File: config.mk
export PLATFORM = sky130hd
export DESIGN_NAME = tldw_top
export DESIGN_NICKNAME = d
export VERILOG_FILES = /design/src/rtl/tldw_pkg.sv /design/src/rtl/tldw_tick_if.sv /design/src/rtl/tldw_channel.sv /design/src/rtl/tldw_timebase.sv /design/src/rtl/tldw_top.sv
export SDC_FILE = /design/constraint.sdc
export NUM_CORES = 1
export LEC_CHECK = 0
export BUFFER_PORTS_ARGS = -buffer_cell sky130_fd_sc_hd__buf_2
export CAP_MARGIN = 10
export CORE_ASPECT_RATIO = 0.8
export CORE_UTILIZATION = 35
export CTS_BUF_LIST = sky130_fd_sc_hd__clkbuf_4 sky130_fd_sc_hd__clkbuf_8
export DETAILED_ROUTE_END_ITERATION = 10
export GPL_TIMING_DRIVEN = 1
export HOLD_SLACK_MARGIN = 0.15
export PLACE_DENSITY_LB_ADDON = 0.2
export SLEW_MARGIN = 20
export SYNTH_ARGS = -nofsm -noshare
export SYNTH_HDL_FRONTEND = slang
export SYNTH_SLANG_ARGS = --single-unit
File: constraint.sdc
create_clock -name mclk_i -period 5.2 [get_ports mclk_i]
set_input_delay 1.04 -clock mclk_i [delete_from_list [all_inputs] [get_ports mclk_i]]
set_output_delay 1.04 -clock mclk_i [all_outputs]
set_load 0.01 [all_outputs]
File: src/rtl/tldw_pkg.sv
// Summary of operation
// - With the internal timebase each channel is dimmed by a fixed 20 kHz PWM of its sink current.
// - Every channel keeps its own duty setting, so one channel never disturbs another.
// - A 5-bit code n gives full scale times 0.9 to the power (31 - n).
// - Each channel stores a high and a low code, 0 to 31, that bound its trapezoid when enabled.
// - Code zero turns the channel fully off, outside the exponential scale.
// - The time step register uses only bits 0 to 2 as N; bits 3 to 7 do nothing.
// - The internal time step is 50 us times (N + 1).
// - On waveform enable each channel waits its own delay, time step times an 8-bit delay code.
// - Each ramp step lasts PWM period times 2^N times the rise or fall code; zero counts as a code of one.
// - Each hold lasts PWM period times 2^N times (hold code + 1).
// - Bit 6 of the general control register selects the external sync timebase.
// - With external clocking the PWM period and minimum step are 32 sync periods.
// - General control bits 0-2 enable full level and bits 3-5 enable the waveform per channel.
// - The hardware enable pin low resets all registers and disables the outputs.
package tldw_pkg;
    // ********************************************************
    // Register map
    // ********************************************************
    localparam logic [7:0] ADDR_GEN_CTRL = 8'h10;
    localparam logic [7:0] ADDR_TIME_STEP = 8'h20;
    localparam logic [7:0] ADDR_CH_BASE = 8'hA0;
    localparam logic [7:0] ADDR_CH_STRIDE = 8'h10;
    localparam logic [3:0] SUB_DELAY = 4'h1;
    localparam logic [3:0] SUB_LOW_HOLD = 4'h2;
    localparam logic [3:0] SUB_HIGH_HOLD = 4'h3;
    localparam logic [3:0] SUB_FALL = 4'h4;
    localparam logic [3:0] SUB_RISE = 4'h5;
    localparam logic [3:0] SUB_LOW_LVL = 4'h8;
    localparam logic [3:0] SUB_HIGH_LVL = 4'h9;
    localparam logic [7:0] RST_GEN_CTRL = 8'h00;
    localparam logic [7:0] RST_TIME_STEP = 8'h88;
    localparam logic [7:0] RST_LEVEL = 8'hE0;
    localparam logic [7:0] RST_TIMING = 8'h00;
    localparam int GC_EXT_BIT = 6;
    localparam int GC_WAVE_LSB = 3;
    localparam int TS_N_MSB = 2;
    localparam int LVL_MSB = 4;
    // ********************************************************
    // Timing
    // ********************************************************
    localparam int CLK_HZ = 100_000_000;
    localparam int PWM_PERIOD_US = 50;
    localparam int PWM_CYCLES = CLK_HZ / 1_000_000 * PWM_PERIOD_US;
    localparam int SYNC_DIV = 32;
    localparam int PWM_RES = 256;
    localparam int PWM_TICK_CYCLES = PWM_CYCLES / PWM_RES;
    localparam logic [4:0] LVL_MAX = 5'h1F;
    typedef enum logic [4:0] {
        TLDW_IDLE = 5'b00001,
        TLDW_DELAY = 5'b00010,
        TLDW_RISE = 5'b00100,
        TLDW_HIGH = 5'b01000,
        TLDW_FALL = 5'b10000
    } tldw_phase_t;
endpackage

File: src/rtl/tldw_tick_if.sv
`timescale 1ns/1ps
interface tldw_tick_if;
    logic tick;
    logic [7:0] pwm_cnt;
    logic [2:0] step_n;
    logic base_tick;
    logic step_tick;
    modport src(output tick, output pwm_cnt, output step_n, output base_tick, output step_tick);
    modport snk(input tick, input pwm_cnt, input step_n, input base_tick, input step_tick);
endinterface

File: src/rtl/tldw_channel.sv
// Design decisions made here: the trapezoid phase sequence and the exponential duty table.
`timescale 1ns/1ps
module tldw_channel (
    // Clock and reset
    input wire logic mclk_i,
    input wire logic rst_n_i,
    // Settings
    input wire logic level_en_i,
    input wire logic wave_en_i,
    input wire logic [4:0] high_i,
    input wire logic [4:0] low_i,
    input wire logic [7:0] delay_i,
    input wire logic [7:0] rise_i,
    input wire logic [7:0] fall_i,
    input wire logic [7:0] thigh_i,
    input wire logic [7:0] tlow_i,
    // Timebase
    tldw_tick_if.snk tb,
    // Output
    output logic pwm_o,
    output logic [4:0] level_o,
    output logic [2:0] phase_o
);
    tldw_pkg::tldw_phase_t ph_q;
    logic [4:0] lvl_q;
    logic [8:0] cnt_q;
    logic [8:0] duty;
    logic [4:0] code;
    logic [8:0] lim_rise;
    logic [8:0] lim_fall;
    logic cnt_done;

    // 0.9^(31-n) scaled to 256 slots; code 31 needs the ninth bit to stay on all period
    function automatic logic [8:0] exp_duty(input logic [4:0] n);
        logic [8:0] t [32];
        t = '{9'h000, 9'h00B, 9'h00C, 9'h00D, 9'h00F, 9'h011, 9'h012, 9'h014,
              9'h017, 9'h019, 9'h01C, 9'h01F, 9'h023, 9'h026, 9'h02B, 9'h02F,
              9'h035, 9'h03B, 9'h041, 9'h048, 9'h050, 9'h059, 9'h063, 9'h06E,
              9'h07A, 9'h088, 9'h097, 9'h0A8, 9'h0BB, 9'h0CF, 9'h0E6, 9'h100};
        return t[n];
    endfunction

    // Zero rise or fall code means one PWM base tick per level
    assign lim_rise = (rise_i == 8'h00) ? 9'h001 : {1'b0, rise_i};
    assign lim_fall = (fall_i == 8'h00) ? 9'h001 : {1'b0, fall_i};
    assign code = wave_en_i ? lvl_q : (level_en_i ? high_i : 5'h00);
    assign duty = exp_duty(code);
    assign cnt_done = tb.base_tick && (cnt_q <= 9'h001);
    assign phase_o = (ph_q == tldw_pkg::TLDW_RISE) ? 3'h1 :
                     (ph_q == tldw_pkg::TLDW_HIGH) ? 3'h2 :
                     (ph_q == tldw_pkg::TLDW_FALL) ? 3'h3 :
                     (ph_q == tldw_pkg::TLDW_DELAY) ? 3'h4 : 3'h0;

    always_ff @(posedge mclk_i) begin
        if (!rst_n_i) begin
            pwm_o <= 1'b0;
            level_o <= 5'h00;
        end else begin
            pwm_o <= (code != 5'h00) && ({1'b0, tb.pwm_cnt} < duty);
            level_o <= code;
        end
    end

    // A disabled channel holds TLDW_DELAY; TLDW_IDLE is reached only with wave on, as the low hold
    always_ff @(posedge mclk_i) begin
        if (!rst_n_i || !wave_en_i) begin
            ph_q <= tldw_pkg::TLDW_DELAY;
            lvl_q <= low_i;
            cnt_q <= {1'b0, delay_i};
        end else begin
            unique case (ph_q)
                tldw_pkg::TLDW_DELAY: begin
                    if (cnt_q == 9'h000) begin
                        ph_q <= tldw_pkg::TLDW_RISE;
                        cnt_q <= lim_rise;
                    end else if (tb.step_tick) begin
                        cnt_q <= cnt_q - 9'h001;
                    end
                end
                tldw_pkg::TLDW_RISE: begin
                    if (lvl_q >= high_i) begin
                        ph_q <= tldw_pkg::TLDW_HIGH;
                        cnt_q <= {1'b0, thigh_i} + 9'h001;
                    end else if (cnt_done) begin
                        lvl_q <= lvl_q + 5'h01;
                        cnt_q <= lim_rise;
                    end else if (tb.base_tick) begin
                        cnt_q <= cnt_q - 9'h001;
                    end
                end
                tldw_pkg::TLDW_HIGH: begin
                    if (cnt_done) begin
                        ph_q <= tldw_pkg::TLDW_FALL;
                        cnt_q <= lim_fall;
                    end else if (tb.base_tick) begin
                        cnt_q <= cnt_q - 9'h001;
                    end
                end
                tldw_pkg::TLDW_FALL: begin
                    if (lvl_q <= low_i) begin
                        ph_q <= tldw_pkg::TLDW_IDLE;
                        cnt_q <= {1'b0, tlow_i} + 9'h001;
                    end else if (cnt_done) begin
                        lvl_q <= lvl_q - 5'h01;
                        cnt_q <= lim_fall;
                    end else if (tb.base_tick) begin
                        cnt_q <= cnt_q - 9'h001;
                    end
                end
                tldw_pkg::TLDW_IDLE: begin
                    if (cnt_done) begin
                        ph_q <= tldw_pkg::TLDW_RISE;
                        cnt_q <= lim_rise;
                    end else if (tb.base_tick) begin
                        cnt_q <= cnt_q - 9'h001;
                    end
                end
                default: begin
                    ph_q <= tldw_pkg::TLDW_DELAY;
                end
            endcase
        end
    end

    // ********************************************************
    // Checks
    // ********************************************************
    AST_ZERO_OFF: assert property (
        @(posedge mclk_i) disable iff (!rst_n_i)
        (code == 5'h00) |=> !pwm_o)
        else $error("zero code drove current");
    AST_LVL_BOUND: assert property (
        @(posedge mclk_i) disable iff (!rst_n_i)
        (wave_en_i && $past(wave_en_i) && low_i <= high_i && $stable(low_i)
         && $stable(high_i) && ph_q != tldw_pkg::TLDW_DELAY)
        |-> (lvl_q <= high_i && lvl_q >= low_i))
        else $error("level outside trapezoid bounds");
    AST_STEP_ONE: assert property (
        @(posedge mclk_i) disable iff (!rst_n_i || !wave_en_i)
        (ph_q == tldw_pkg::TLDW_RISE && $past(ph_q) == tldw_pkg::TLDW_RISE)
        |-> (lvl_q - $past(lvl_q) <= 5'h01))
        else $error("ramp skipped a level");
    // A zero delay leaves the start phase on the very next edge, so check the load itself
    AST_DELAY_START: assert property (
        @(posedge mclk_i) disable iff (!rst_n_i)
        $rose(wave_en_i) |-> (ph_q == tldw_pkg::TLDW_DELAY && cnt_q == {1'b0, delay_i}))
        else $error("waveform did not start in delay");
endmodule

File: src/rtl/tldw_timebase.sv
`timescale 1ns/1ps
module tldw_timebase (
    // Clock and reset
    input wire logic mclk_i,
    input wire logic rst_n_i,
    // Control
    input wire logic ext_sel_i,
    input wire logic sync_i,
    input wire logic [2:0] step_n_i,
    // Tick bus
    tldw_tick_if.src tb
);
    logic [15:0] div_q;
    logic [7:0] pwm_q;
    logic sync_q;
    logic [4:0] sync_cnt_q;
    logic [7:0] base_q;
    logic int_tick;
    logic ext_edge;
    logic sub_tick;
    logic period_end;
    logic [7:0] base_lim;
    logic [2:0] step_q;
    logic step_end;

    // A period is 256 slots; each sync edge advances 8 slots so 32 edges make a period
    assign int_tick = (div_q == 16'(tldw_pkg::PWM_TICK_CYCLES - 1));
    assign ext_edge = sync_i && !sync_q;
    assign sub_tick = ext_sel_i ? ext_edge : int_tick;
    assign period_end = ext_sel_i ? (ext_edge && sync_cnt_q == 5'h1F)
                                  : (int_tick && pwm_q == 8'hFF);
    // Base tick divides PWM periods by 2^N
    assign base_lim = 8'((9'h001 << step_n_i) - 9'h001);
    assign tb.tick = sub_tick;
    assign tb.pwm_cnt = pwm_q;
    assign tb.step_n = step_n_i;
    assign tb.base_tick = period_end && (base_q >= base_lim);
    // Time step is N + 1 PWM periods; it paces the start delay
    assign step_end = period_end && (step_q >= step_n_i);
    assign tb.step_tick = step_end;

    always_ff @(posedge mclk_i) begin
        if (!rst_n_i) begin
            div_q <= 16'h0000;
            pwm_q <= 8'h00;
            sync_q <= 1'b0;
            sync_cnt_q <= 5'h00;
            base_q <= 8'h00;
            step_q <= 3'h0;
        end else begin
            sync_q <= sync_i;
            div_q <= (int_tick || ext_sel_i) ? 16'h0000 : div_q + 16'h0001;
            if (ext_sel_i && ext_edge) begin
                sync_cnt_q <= sync_cnt_q + 5'h01;
                pwm_q <= {sync_cnt_q + 5'h01, 3'h0};
            end else if (!ext_sel_i && int_tick) begin
                pwm_q <= pwm_q + 8'h01;
            end
            if (period_end) begin
                base_q <= (base_q >= base_lim) ? 8'h00 : base_q + 8'h01;
                step_q <= step_end ? 3'h0 : step_q + 3'h1;
            end
        end
    end
endmodule

File: src/rtl/tldw_top.sv
`timescale 1ns/1ps
module tldw_top (
    // Clock and reset
    input wire logic mclk_i,
    input wire logic rst_n_i,
    input wire logic hardware_enable_reset_n_i,
    // Register port
    input wire logic [7:0] addr_i,
    input wire logic [7:0] wdata_i,
    input wire logic wr_i,
    input wire logic rd_i,
    output logic [7:0] rdata_o,
    // Sync and outputs
    input wire logic sync_i,
    output logic [2:0] led_pwm_o,
    output logic [14:0] led_level_o
);
    localparam int NCH = 3;
    logic [7:0] gen_q;
    logic [7:0] ts_q;
    logic [7:0] regs_q [NCH][7];
    logic srst_n;
    logic [3:0] sub;
    logic [3:0] ch_off;
    logic [1:0] ch_sel;
    logic ch_hit;
    logic [2:0] ridx;
    logic [2:0] ph [NCH];
    logic [7:0] rd_mux;

    // Channel sub-register index, mapped 0..6
    function automatic logic [2:0] sub_idx(input logic [3:0] s);
        unique case (s)
            tldw_pkg::SUB_DELAY: return 3'h0;
            tldw_pkg::SUB_LOW_HOLD: return 3'h1;
            tldw_pkg::SUB_HIGH_HOLD: return 3'h2;
            tldw_pkg::SUB_FALL: return 3'h3;
            tldw_pkg::SUB_RISE: return 3'h4;
            tldw_pkg::SUB_LOW_LVL: return 3'h5;
            tldw_pkg::SUB_HIGH_LVL: return 3'h6;
            default: return 3'h7;
        endcase
    endfunction

    assign srst_n = rst_n_i && hardware_enable_reset_n_i;
    assign sub = addr_i[3:0];
    // Full offset is compared so addresses above the last channel do not alias
    assign ch_off = addr_i[7:4] - tldw_pkg::ADDR_CH_BASE[7:4];
    assign ch_sel = ch_off[1:0];
    assign ch_hit = (addr_i[7:4] >= tldw_pkg::ADDR_CH_BASE[7:4]) && (ch_off < 4'(NCH));
    assign ridx = sub_idx(sub);
    assign rd_mux = (addr_i == tldw_pkg::ADDR_GEN_CTRL) ? gen_q :
                    (addr_i == tldw_pkg::ADDR_TIME_STEP) ? ts_q :
                    (ch_hit && ridx != 3'h7) ? regs_q[ch_sel][ridx] : 8'h00;

    always_ff @(posedge mclk_i) begin
        if (!srst_n) begin
            gen_q <= tldw_pkg::RST_GEN_CTRL;
            ts_q <= tldw_pkg::RST_TIME_STEP;
            rdata_o <= 8'h00;
            for (int c = 0; c < NCH; c++) begin
                for (int r = 0; r < 5; r++) begin
                    regs_q[c][r] <= tldw_pkg::RST_TIMING;
                end
                regs_q[c][5] <= tldw_pkg::RST_LEVEL;
                regs_q[c][6] <= tldw_pkg::RST_LEVEL;
            end
        end else begin
            rdata_o <= rd_i ? rd_mux : 8'h00;
            if (wr_i && addr_i == tldw_pkg::ADDR_GEN_CTRL) begin
                gen_q <= wdata_i;
            end
            if (wr_i && addr_i == tldw_pkg::ADDR_TIME_STEP) begin
                ts_q <= wdata_i;
            end
            if (wr_i && ch_hit && ridx != 3'h7) begin
                regs_q[ch_sel][ridx] <= wdata_i;
            end
        end
    end

    tldw_tick_if tb ();

    tldw_timebase u_tb (
        .mclk_i(mclk_i),
        .rst_n_i(srst_n),
        .ext_sel_i(gen_q[tldw_pkg::GC_EXT_BIT]),
        .sync_i(sync_i),
        .step_n_i(ts_q[tldw_pkg::TS_N_MSB:0]),
        .tb(tb.src)
    );

    for (genvar g = 0; g < NCH; g++) begin : g_ch
        tldw_channel u_ch (
            .mclk_i(mclk_i),
            .rst_n_i(srst_n),
            .level_en_i(gen_q[g]),
            .wave_en_i(gen_q[tldw_pkg::GC_WAVE_LSB + g]),
            .high_i(regs_q[g][6][tldw_pkg::LVL_MSB:0]),
            .low_i(regs_q[g][5][tldw_pkg::LVL_MSB:0]),
            .delay_i(regs_q[g][0]),
            .rise_i(regs_q[g][4]),
            .fall_i(regs_q[g][3]),
            .thigh_i(regs_q[g][2]),
            .tlow_i(regs_q[g][1]),
            .tb(tb.snk),
            .pwm_o(led_pwm_o[g]),
            .level_o(led_level_o[g*5 +: 5]),
            .phase_o(ph[g])
        );
    end

    AST_HARDWARE_ENABLE_RESET_RESET: assert property (@(posedge mclk_i)
        (rst_n_i && !hardware_enable_reset_n_i) |=> (gen_q == 8'h00 && led_pwm_o == 3'h0))
        else $error("enable pin low did not reset");
    AST_WAVE_OFF_PHASE: assert property (@(posedge mclk_i) disable iff (!srst_n)
        !gen_q[tldw_pkg::GC_WAVE_LSB] |=> (ph[0] == 3'h4))
        else $error("disabled channel left its start phase");
    AST_RD_LAT: assert property (@(posedge mclk_i) disable iff (!srst_n)
        (rd_i && addr_i == tldw_pkg::ADDR_GEN_CTRL && !wr_i) |=> (rdata_o == $past(gen_q)))
        else $error("read data late or wrong");
endmodule

==> results.ini, run 1 <==
[drt]
wl_mm = 75.8
via_per_inst = 5.83
vias = 18500
postRouteAntennaNets = 0
drc = 0
drt-pass1-iter-count = 5
drtIter0Drc = 2488
wl_per_cell_um = 23.9

[sta]
grt_setup_unrepaired = no
tns_ns = 0
layout_min_cycle_time_ns = 4.22
max_slew_margin_pct = 29.1
clock.fmax_mhz = 237
worstMarginPinSlew_ns = 1.05
slew_violations = 0
hold_ws_ns = 0.458
setup_viol = 0
fin_skew_ns = 0.0438
hold_violations = 0
fin_crit_sh_pct = 81.2

[power_and_ir_drop]
power_density_nw_per_um2 = 273
fin_total_pwr_mw = 6.76
vdd_ir_drop_max_uv = 182
power.switching_mw = 1.81
leakage_nw = 9.31
swShare_pct = 26.8
pwr-share-seq_pct = 50.0
power_frac_comb_pct = 8.1
intPower_mw = 4.95
pwr-share-clk_pct = 41.8

[flow_run]
max-cap-violations = 0

[min_path]
hold_path_class = flop to flop

[yosys]
synth-edff-count = 263
synth_top_area_share_pct = 35.8
synth.largest_area_cell = edfxtp_1
synthCells = 2188
ys.flop_type = edfxtp_1
yosysSeqAreaShare_pct = 45.0
yosysWarnings = 0
ys_ff_latch = 364
syn_area_per_cell_um2 = 10.1
mappedNetlistArea_um2 = 22100
synth.distinct_cells = 82
async_reset_ff_share_pct = 0
synth_area_leaders = edfxtp_1, dfxtp_1, ha_1

[placed_design]
gp_congestion = 0.948
placed_area_um2 = 23500
place_hpwl_mm = 55.6
placedCellCount = 3048
io_buffer_count = 47

[clocking]
cts_made_buffers = 68
clockBufferDepth = 3
cts_resized = 0
cts_sinks = 364
cts_tree = yes
post_cts_buffers = 0
htree_levels = 3
clk_pin_slew_ns = 0.06
clock_latency_ns = 0.67
root_buffer = clkbuf_8
postCtsHoldBufs = 0

[layout]
layout_common_cells = edfxtp_1, nand2_1, nor2_1
design_area_um2 = 24800
final_cells = 3170
synthToLayoutAreaGrowth_pct = 12.4
nets = 2423
final_common_cell = edfxtp_1
drive_gt1_share_pct = 12.8

[critical_path]
path_buf_inv = 1
cp_slowest_cell = dfxtp_1
startpoint_type = flop
max_stage_delay_ns = 0.64
critPathKind = flop to flop
cpLargestDelayFamily = compound AO/OA/AOI/OAI gates
path_cells = nor2b_1 > a22oi_1 > inv_1 > ha_1 > mux4_2 > a21oi_1 > ha_1 > a21oi_1 > nor2b_1 > o21ai_0 > nand2b_1 > a2111oi_0 > o21ai_0 > a311oi_1
required_ns = 5.74
cp-end-kind = flop
crit_fanout = 17
cp.arrival_ns = 4.77

[die]
io-pin-count = 48
std_cell_rows = 81
core_um2 = 61700
fp.dieH_um = 227
die_w_um = 283
start_util_pct = 35.7
die-area_um2 = 64000

[global_route]
grt.total_usage_pct = 23.8
antenna_found_initial = 11
grt_max_degree = 61
grt_pass1_vias = 17100
grt.overflow.total = 0
grt_first_pass_wirelength_mm = 112

[run_status]
status = finished clean

==> kinds of logic (layout without fill, tap and decap cells) <==
logic type	count (synthesis)	after routing	synth area share (%)
flip-flops	364	364	45.0
adder cells (fa/ha/maj)	113	113	6.51
AO/OA/AOI/OAI	534	534	15.8
AND/OR/NAND/NOR	811	811	18.9
multiplexers	74	74	6.61
XOR/XNOR	92	92	3.65
other	2	60	0.0341
buffers and inverters	198	292	3.51
==> cell usage after synthesis, types with 17 or more instances <==
cell	n
dfxtp_1	101
nor2_1	163
a22oi_1	39
nand4_1	22
ha_1	110
nand2b_1	18
and2_1	134
mux4_2	57
o211ai_1	23
xnor2_1	47
o21ai_0	120
xor2_1	45
or3_1	36
and3_1	34
clkbuf_1	99
nor3_1	41
inv_1	70
nor2b_1	18
a211oi_1	31
a31oi_1	17
a21o_1	22
nand2_1	193
a21oi_1	133
edfxtp_1	263
o22ai_1	23
nand3_1	86
==> cell type report <==
cell class	instances	area, um^2
clock buffers	87	1120
repair buffers	103	658
inverters	70	263
flip-flops and latches	364	9920
fillers	6033	36900
diodes	3	7.51
clock inverters	32	210
well taps	830	1040
multi-input cells	1681	11600
==> final timing paths <==
| kind | slack, ns | endpoint | startpoint | depth (start not counted) |
|---|---|---|---|---|
| worst max-delay path | 0.98 | g_ch[2].u_ch.pwm_o$_SDFF_PN0_ | gen_q[5]$_SDFFE_PN0P_ | 14 |
| worst min-delay path | 0.46 | u_tb.sync_cnt_q[4]$_SDFFE_PN0P_ | u_tb.sync_cnt_q[4]$_SDFFE_PN0P_ | 2 |
| worst max register to register | 0.98 | g_ch[2].u_ch.pwm_o$_SDFF_PN0_ | gen_q[5]$_SDFFE_PN0P_ | 14 |
| worst min register to register | 0.46 | u_tb.sync_cnt_q[4]$_SDFFE_PN0P_ | u_tb.sync_cnt_q[4]$_SDFFE_PN0P_ | 2 |
==> tightest hold or removal path, cell delays in order, from the launching register on <==
cell	delay (ns)
dfxtp_1	0.31
nand2_1	0.05
a21oi_1	0.05
==> per-stage QoR <==
stage                     worst slack (ns)  utilization (%)
after global placement                1.04             38.0
after detailed placement             0.888             38.0
final                                0.977             40.2
after floorplan                       1.57                -
after global routing                 0.544             40.2
after CTS                             1.04             40.2
==> registers in the layout, summed over array words and instances, names as in the netlist <==
name / flops
u_tb.div_q: 16
ts_q: 8
u_tb.sync_q: 1
g_ch.u_ch.pwm_o: 3
regs_q: 224
u_tb.sync_cnt_q: 5
rdata_o: 8
g_ch.u_ch.level_o: 15
g_ch.u_ch.cnt_q: 27
u_tb.base_q: 8
u_tb.tb.pwm_cnt: 8
u_tb.step_q: 3
g_ch.u_ch.ph_q: 15
gen_q: 8
g_ch.u_ch.lvl_q: 15
==> power by group through the flow <==
stage / sequential [mW] / clock [mW] / combinational [mW]
final: 3.38 / 2.83 / 0.549
after global routing: 3.39 / 3.00 / 0.599
after CTS: 3.37 / 2.88 / 0.544
after detailed placement: 3.43 / 0 / 0.540
after global placement: 3.43 / 0 / 0.536
after floorplan: 3.34 / 0 / 0.382
==> metal layers <==
layer / wire, um / vias to the layer above / share of wire (%) / GRT usage [%]
li1: - / 8354 / - / -
met1: 34600 / 9070 / 46 / 35.4
met2: 31700 / 903 / 42 / 34.1
met3: 7560 / 149 / 10 / 5.55
met4: 1870 / 8 / 2.5 / 6.33
met5: 57 / - / 0.075 / 0
Power figures use the tool's default switching activity.
==> run 2: changes to the inputs <==
--- a/config.mk
+++ b/config.mk
@@ -5,6 +5,7 @@
 export SDC_FILE = /design/constraint.sdc
 export NUM_CORES = 1
 export LEC_CHECK = 0
+export ABC_AREA = 1
 export BUFFER_PORTS_ARGS = -buffer_cell sky130_fd_sc_hd__buf_2
 export CAP_MARGIN = 10
 export CORE_ASPECT_RATIO = 0.8
==> constraint.sdc (replaced) <==
create_clock -name mclk_i -period 4 [get_ports mclk_i]
set_input_delay 0.8 -clock mclk_i [delete_from_list [all_inputs] [get_ports mclk_i]]
set_output_delay 0.8 -clock mclk_i [all_outputs]
set_load 0.01 [all_outputs]
==> run 2 against run 1 <==
Maximum frequency rose by 20%; via count rose by 11%; worst setup slack got worse by 0.50 ns; combinational power rose by 57%; global-route usage rose by 2.1 points; hold slack got worse by 0.021 ns; critical path depth rose by 4; sequential power rose by 28%; sequential share of layout area fell by 0.31 points; synthesized area fell by 0.49%.
==> results.ini, run 2 <==
[run_status]
status = finished clean

[yosys]
ys.flop_type = edfxtp_1
yosysSeqAreaShare_pct = 45.2
async_reset_ff_share_pct = 0
yosysWarnings = 0
synth.distinct_cells = 51
synth-adder-area-share_pct = 6.55
synthSimpleGateAreaFrac_pct = 25.3
synth-compound-area-share_pct = 13.2
synthCells = 2793
synth_common_cells = nand2_1, inv_1, nor2_1
synth.largest_area_cell = edfxtp_1
synth_top_area_share_pct = 36.0
synthMuxAreaShare_pct = 0
synth_area_leaders = edfxtp_1, nand2_1, dfxtp_1
synth_top_family_by_area = simple AND/OR/NAND/NOR gates
synth-edff-count = 263
synth_xor_area_share_pct = 1.88
ys_ff_latch = 364
yosysMostFrequentCell = nand2_1
syn_area_per_cell_um2 = 7.86
mappedNetlistArea_um2 = 21900

[global_route]
grt_use_met3_pct = 6.93
met2_usage_pct = 36.7
grt.total_usage_pct = 25.9
grt_first_pass_wirelength_mm = 121
gr-max-usage-layer = met1
grt_pass1_vias = 19300
antenna_found_initial = 6
grt.overflow.total = 0
grt_max_degree = 45
grt_use_met1_pct = 37.9

[power_and_ir_drop]
vdd_ir_drop_max_uv = 189
leakage_nw = 10.8
power_density_nw_per_um2 = 352

[critical_path]
path_buf_inv = 3
crit_fanout = 12
crit_top_cell = nand2_1
required_ns = 4.36
max_stage_delay_ns = 0.40
cp-end-kind = flop
timing.rr.end = g_ch[2].u_ch.lvl_q[1]$_DFFE_PP_
r2r_setup_slack_ns = 0.47
reg2reg_from = ts_q[0]$_SDFFE_PN0P_
cp_slowest_cell = dfxtp_1
path_cells = nor2_1 > nand2_1 > ha_1 > inv_1 > o21ai_0 > nand2_1 > nand2_1 > ha_1 > nand2_1 > nor2_1 > nor3_1 > nand2_1 > nand2_2 > inv_1 > nand2_1 > clkinv_1 > nand3_1 > nand2_1
reg2reg_depth = 18
cpLargestDelayFamily = simple AND/OR/NAND/NOR gates
startpoint_type = flop
critPathKind = flop to flop
cp.arrival_ns = 3.89

[layout]
nets = 3094
final_common_cell = nand2_1
synthToLayoutAreaGrowth_pct = 13.9
largest_register_ffs = 224
drive_gt1_share_pct = 9.11
regMostFlops = regs_q
reg_top3 = regs_q (224), g_ch.u_ch.cnt_q (27), u_tb.div_q (16)
layout_common_cells = nand2_1, inv_1, nor2_1

[sta]
setup_viol = 0
hold_ws_ns = 0.437
worstMarginPinSlew_ns = 0.978
layout_min_cycle_time_ns = 3.53
hold_violations = 0
grt_setup_unrepaired = no
slew_violations = 0
fin_crit_sh_pct = 88.2
fin_skew_ns = 0.0333
clock.fmax_mhz = 284
tns_ns = 0
max_slew_margin_pct = 34.6

[clocking]
cts_resized = 0
clk_pin_slew_ns = 0.06
htree_levels = 3
root_buffer = clkbuf_8
post_cts_buffers = 0
clockBufferDepth = 3
cts_made_buffers = 66
postCtsHoldBufs = 0
cts_sinks = 364
clock_latency_ns = 0.68
cts_tree = yes

[die]
fp.dieH_um = 226
std_cell_rows = 81
io-pin-count = 48
die-area_um2 = 63700
core_um2 = 61500
die_w_um = 282
start_util_pct = 35.7

[drt]
via_per_inst = 5.36
postRouteAntennaNets = 0
drc = 0
wl_per_cell_um = 21.5
vias = 20600
wl_mm = 82.5
drt-pass1-iter-count = 6
drtIter0Drc = 2493

[placed_design]
place_hpwl_mm = 62.4
gp_congestion = 0.954
io_buffer_count = 47

[min_path]
min_from = sync_i
hold_path_class = primary input to flop
min_to = u_tb.sync_q$_SDFF_PN0_
holdPathStages = 3

[flow_run]
max-cap-violations = 0

run 2: final cells by class:
class | instances | area, um^2
clock inverters | 29 | 166
fillers | 6360 | 36500
well taps | 830 | 1040
flip-flops and latches | 364 | 9920
clock buffers | 89 | 1120
multi-input cells | 2032 | 10500
repair buffers | 120 | 821
inverters | 375 | 1410
diodes | 1 | 2.50
run 2: worst register-to-register path: cells and delay by family, from the launching register on:
family          cells  cell delay (ns)
simple gates       12             1.65
buf+inv             3             0.61
fa+ha+maj           2             0.52
flops               1             0.40
compound gates      1             0.07
run 2: logic make-up after synthesis:
group                      count (synthesis)
and+or+nand+nor                         1306
AOI/OAI and AO/OA                        509
buffers and inverters                    452
DFF                                      364
adders and majority gates                113
xor gates and xnor gates                  47
other                                      2
run 2: how the worst max path moves through the flow:
stage	startpoint	end	slack, ns	depth (start not counted)
3_5_place_dp	addr_i[0]	regs_q[1][45]$_SDFFCE_PN0P_	0.34	11
5_1_grt	ts_q[0]$_SDFFE_PN0P_	g_ch[2].u_ch.lvl_q[0]$_DFFE_PP_	0.18	18
4_1_cts	ts_q[0]$_SDFFE_PN0P_	g_ch[2].u_ch.lvl_q[1]$_DFFE_PP_	0.34	18
6_report	ts_q[0]$_SDFFE_PN0P_	g_ch[2].u_ch.lvl_q[1]$_DFFE_PP_	0.47	18
3_3_place_gp	ts_q[0]$_SDFFE_PN0P_	g_ch[2].u_ch.lvl_q[0]$_DFFE_PP_	0.41	18
2_1_floorplan	ts_q[0]$_SDFFE_PN0P_	g_ch[1].u_ch.lvl_q[0]$_DFFE_PP_	0.82	17
run 2: layer usage:
layer  share of wire, %  wire length (um)
met3                 11              8830
met5              0.042                35
met2                 41             33600
met4                2.7              2240
met1                 46             37800
run 2: power breakdown:
part	switching [mW]	internal, mW	total, mW
Clock	1.71	1.89	3.60
Combinational	0.613	0.246	0.860
Sequential	0.150	4.19	4.34
run 2: through the flow:
step	instances	utilization, %	worst slack (ns)	instance area (um^2)	power (mW)
floorplan	2848	-	0.820	22200	4.85
finish	3840	40.6	0.474	25000	8.79
detailed placement	3721	38.5	0.336	23700	5.24
global route	3839	40.6	0.176	25000	9.09
global placement	3721	38.5	0.413	23700	5.23
CTS	3839	40.6	0.341	25000	8.83
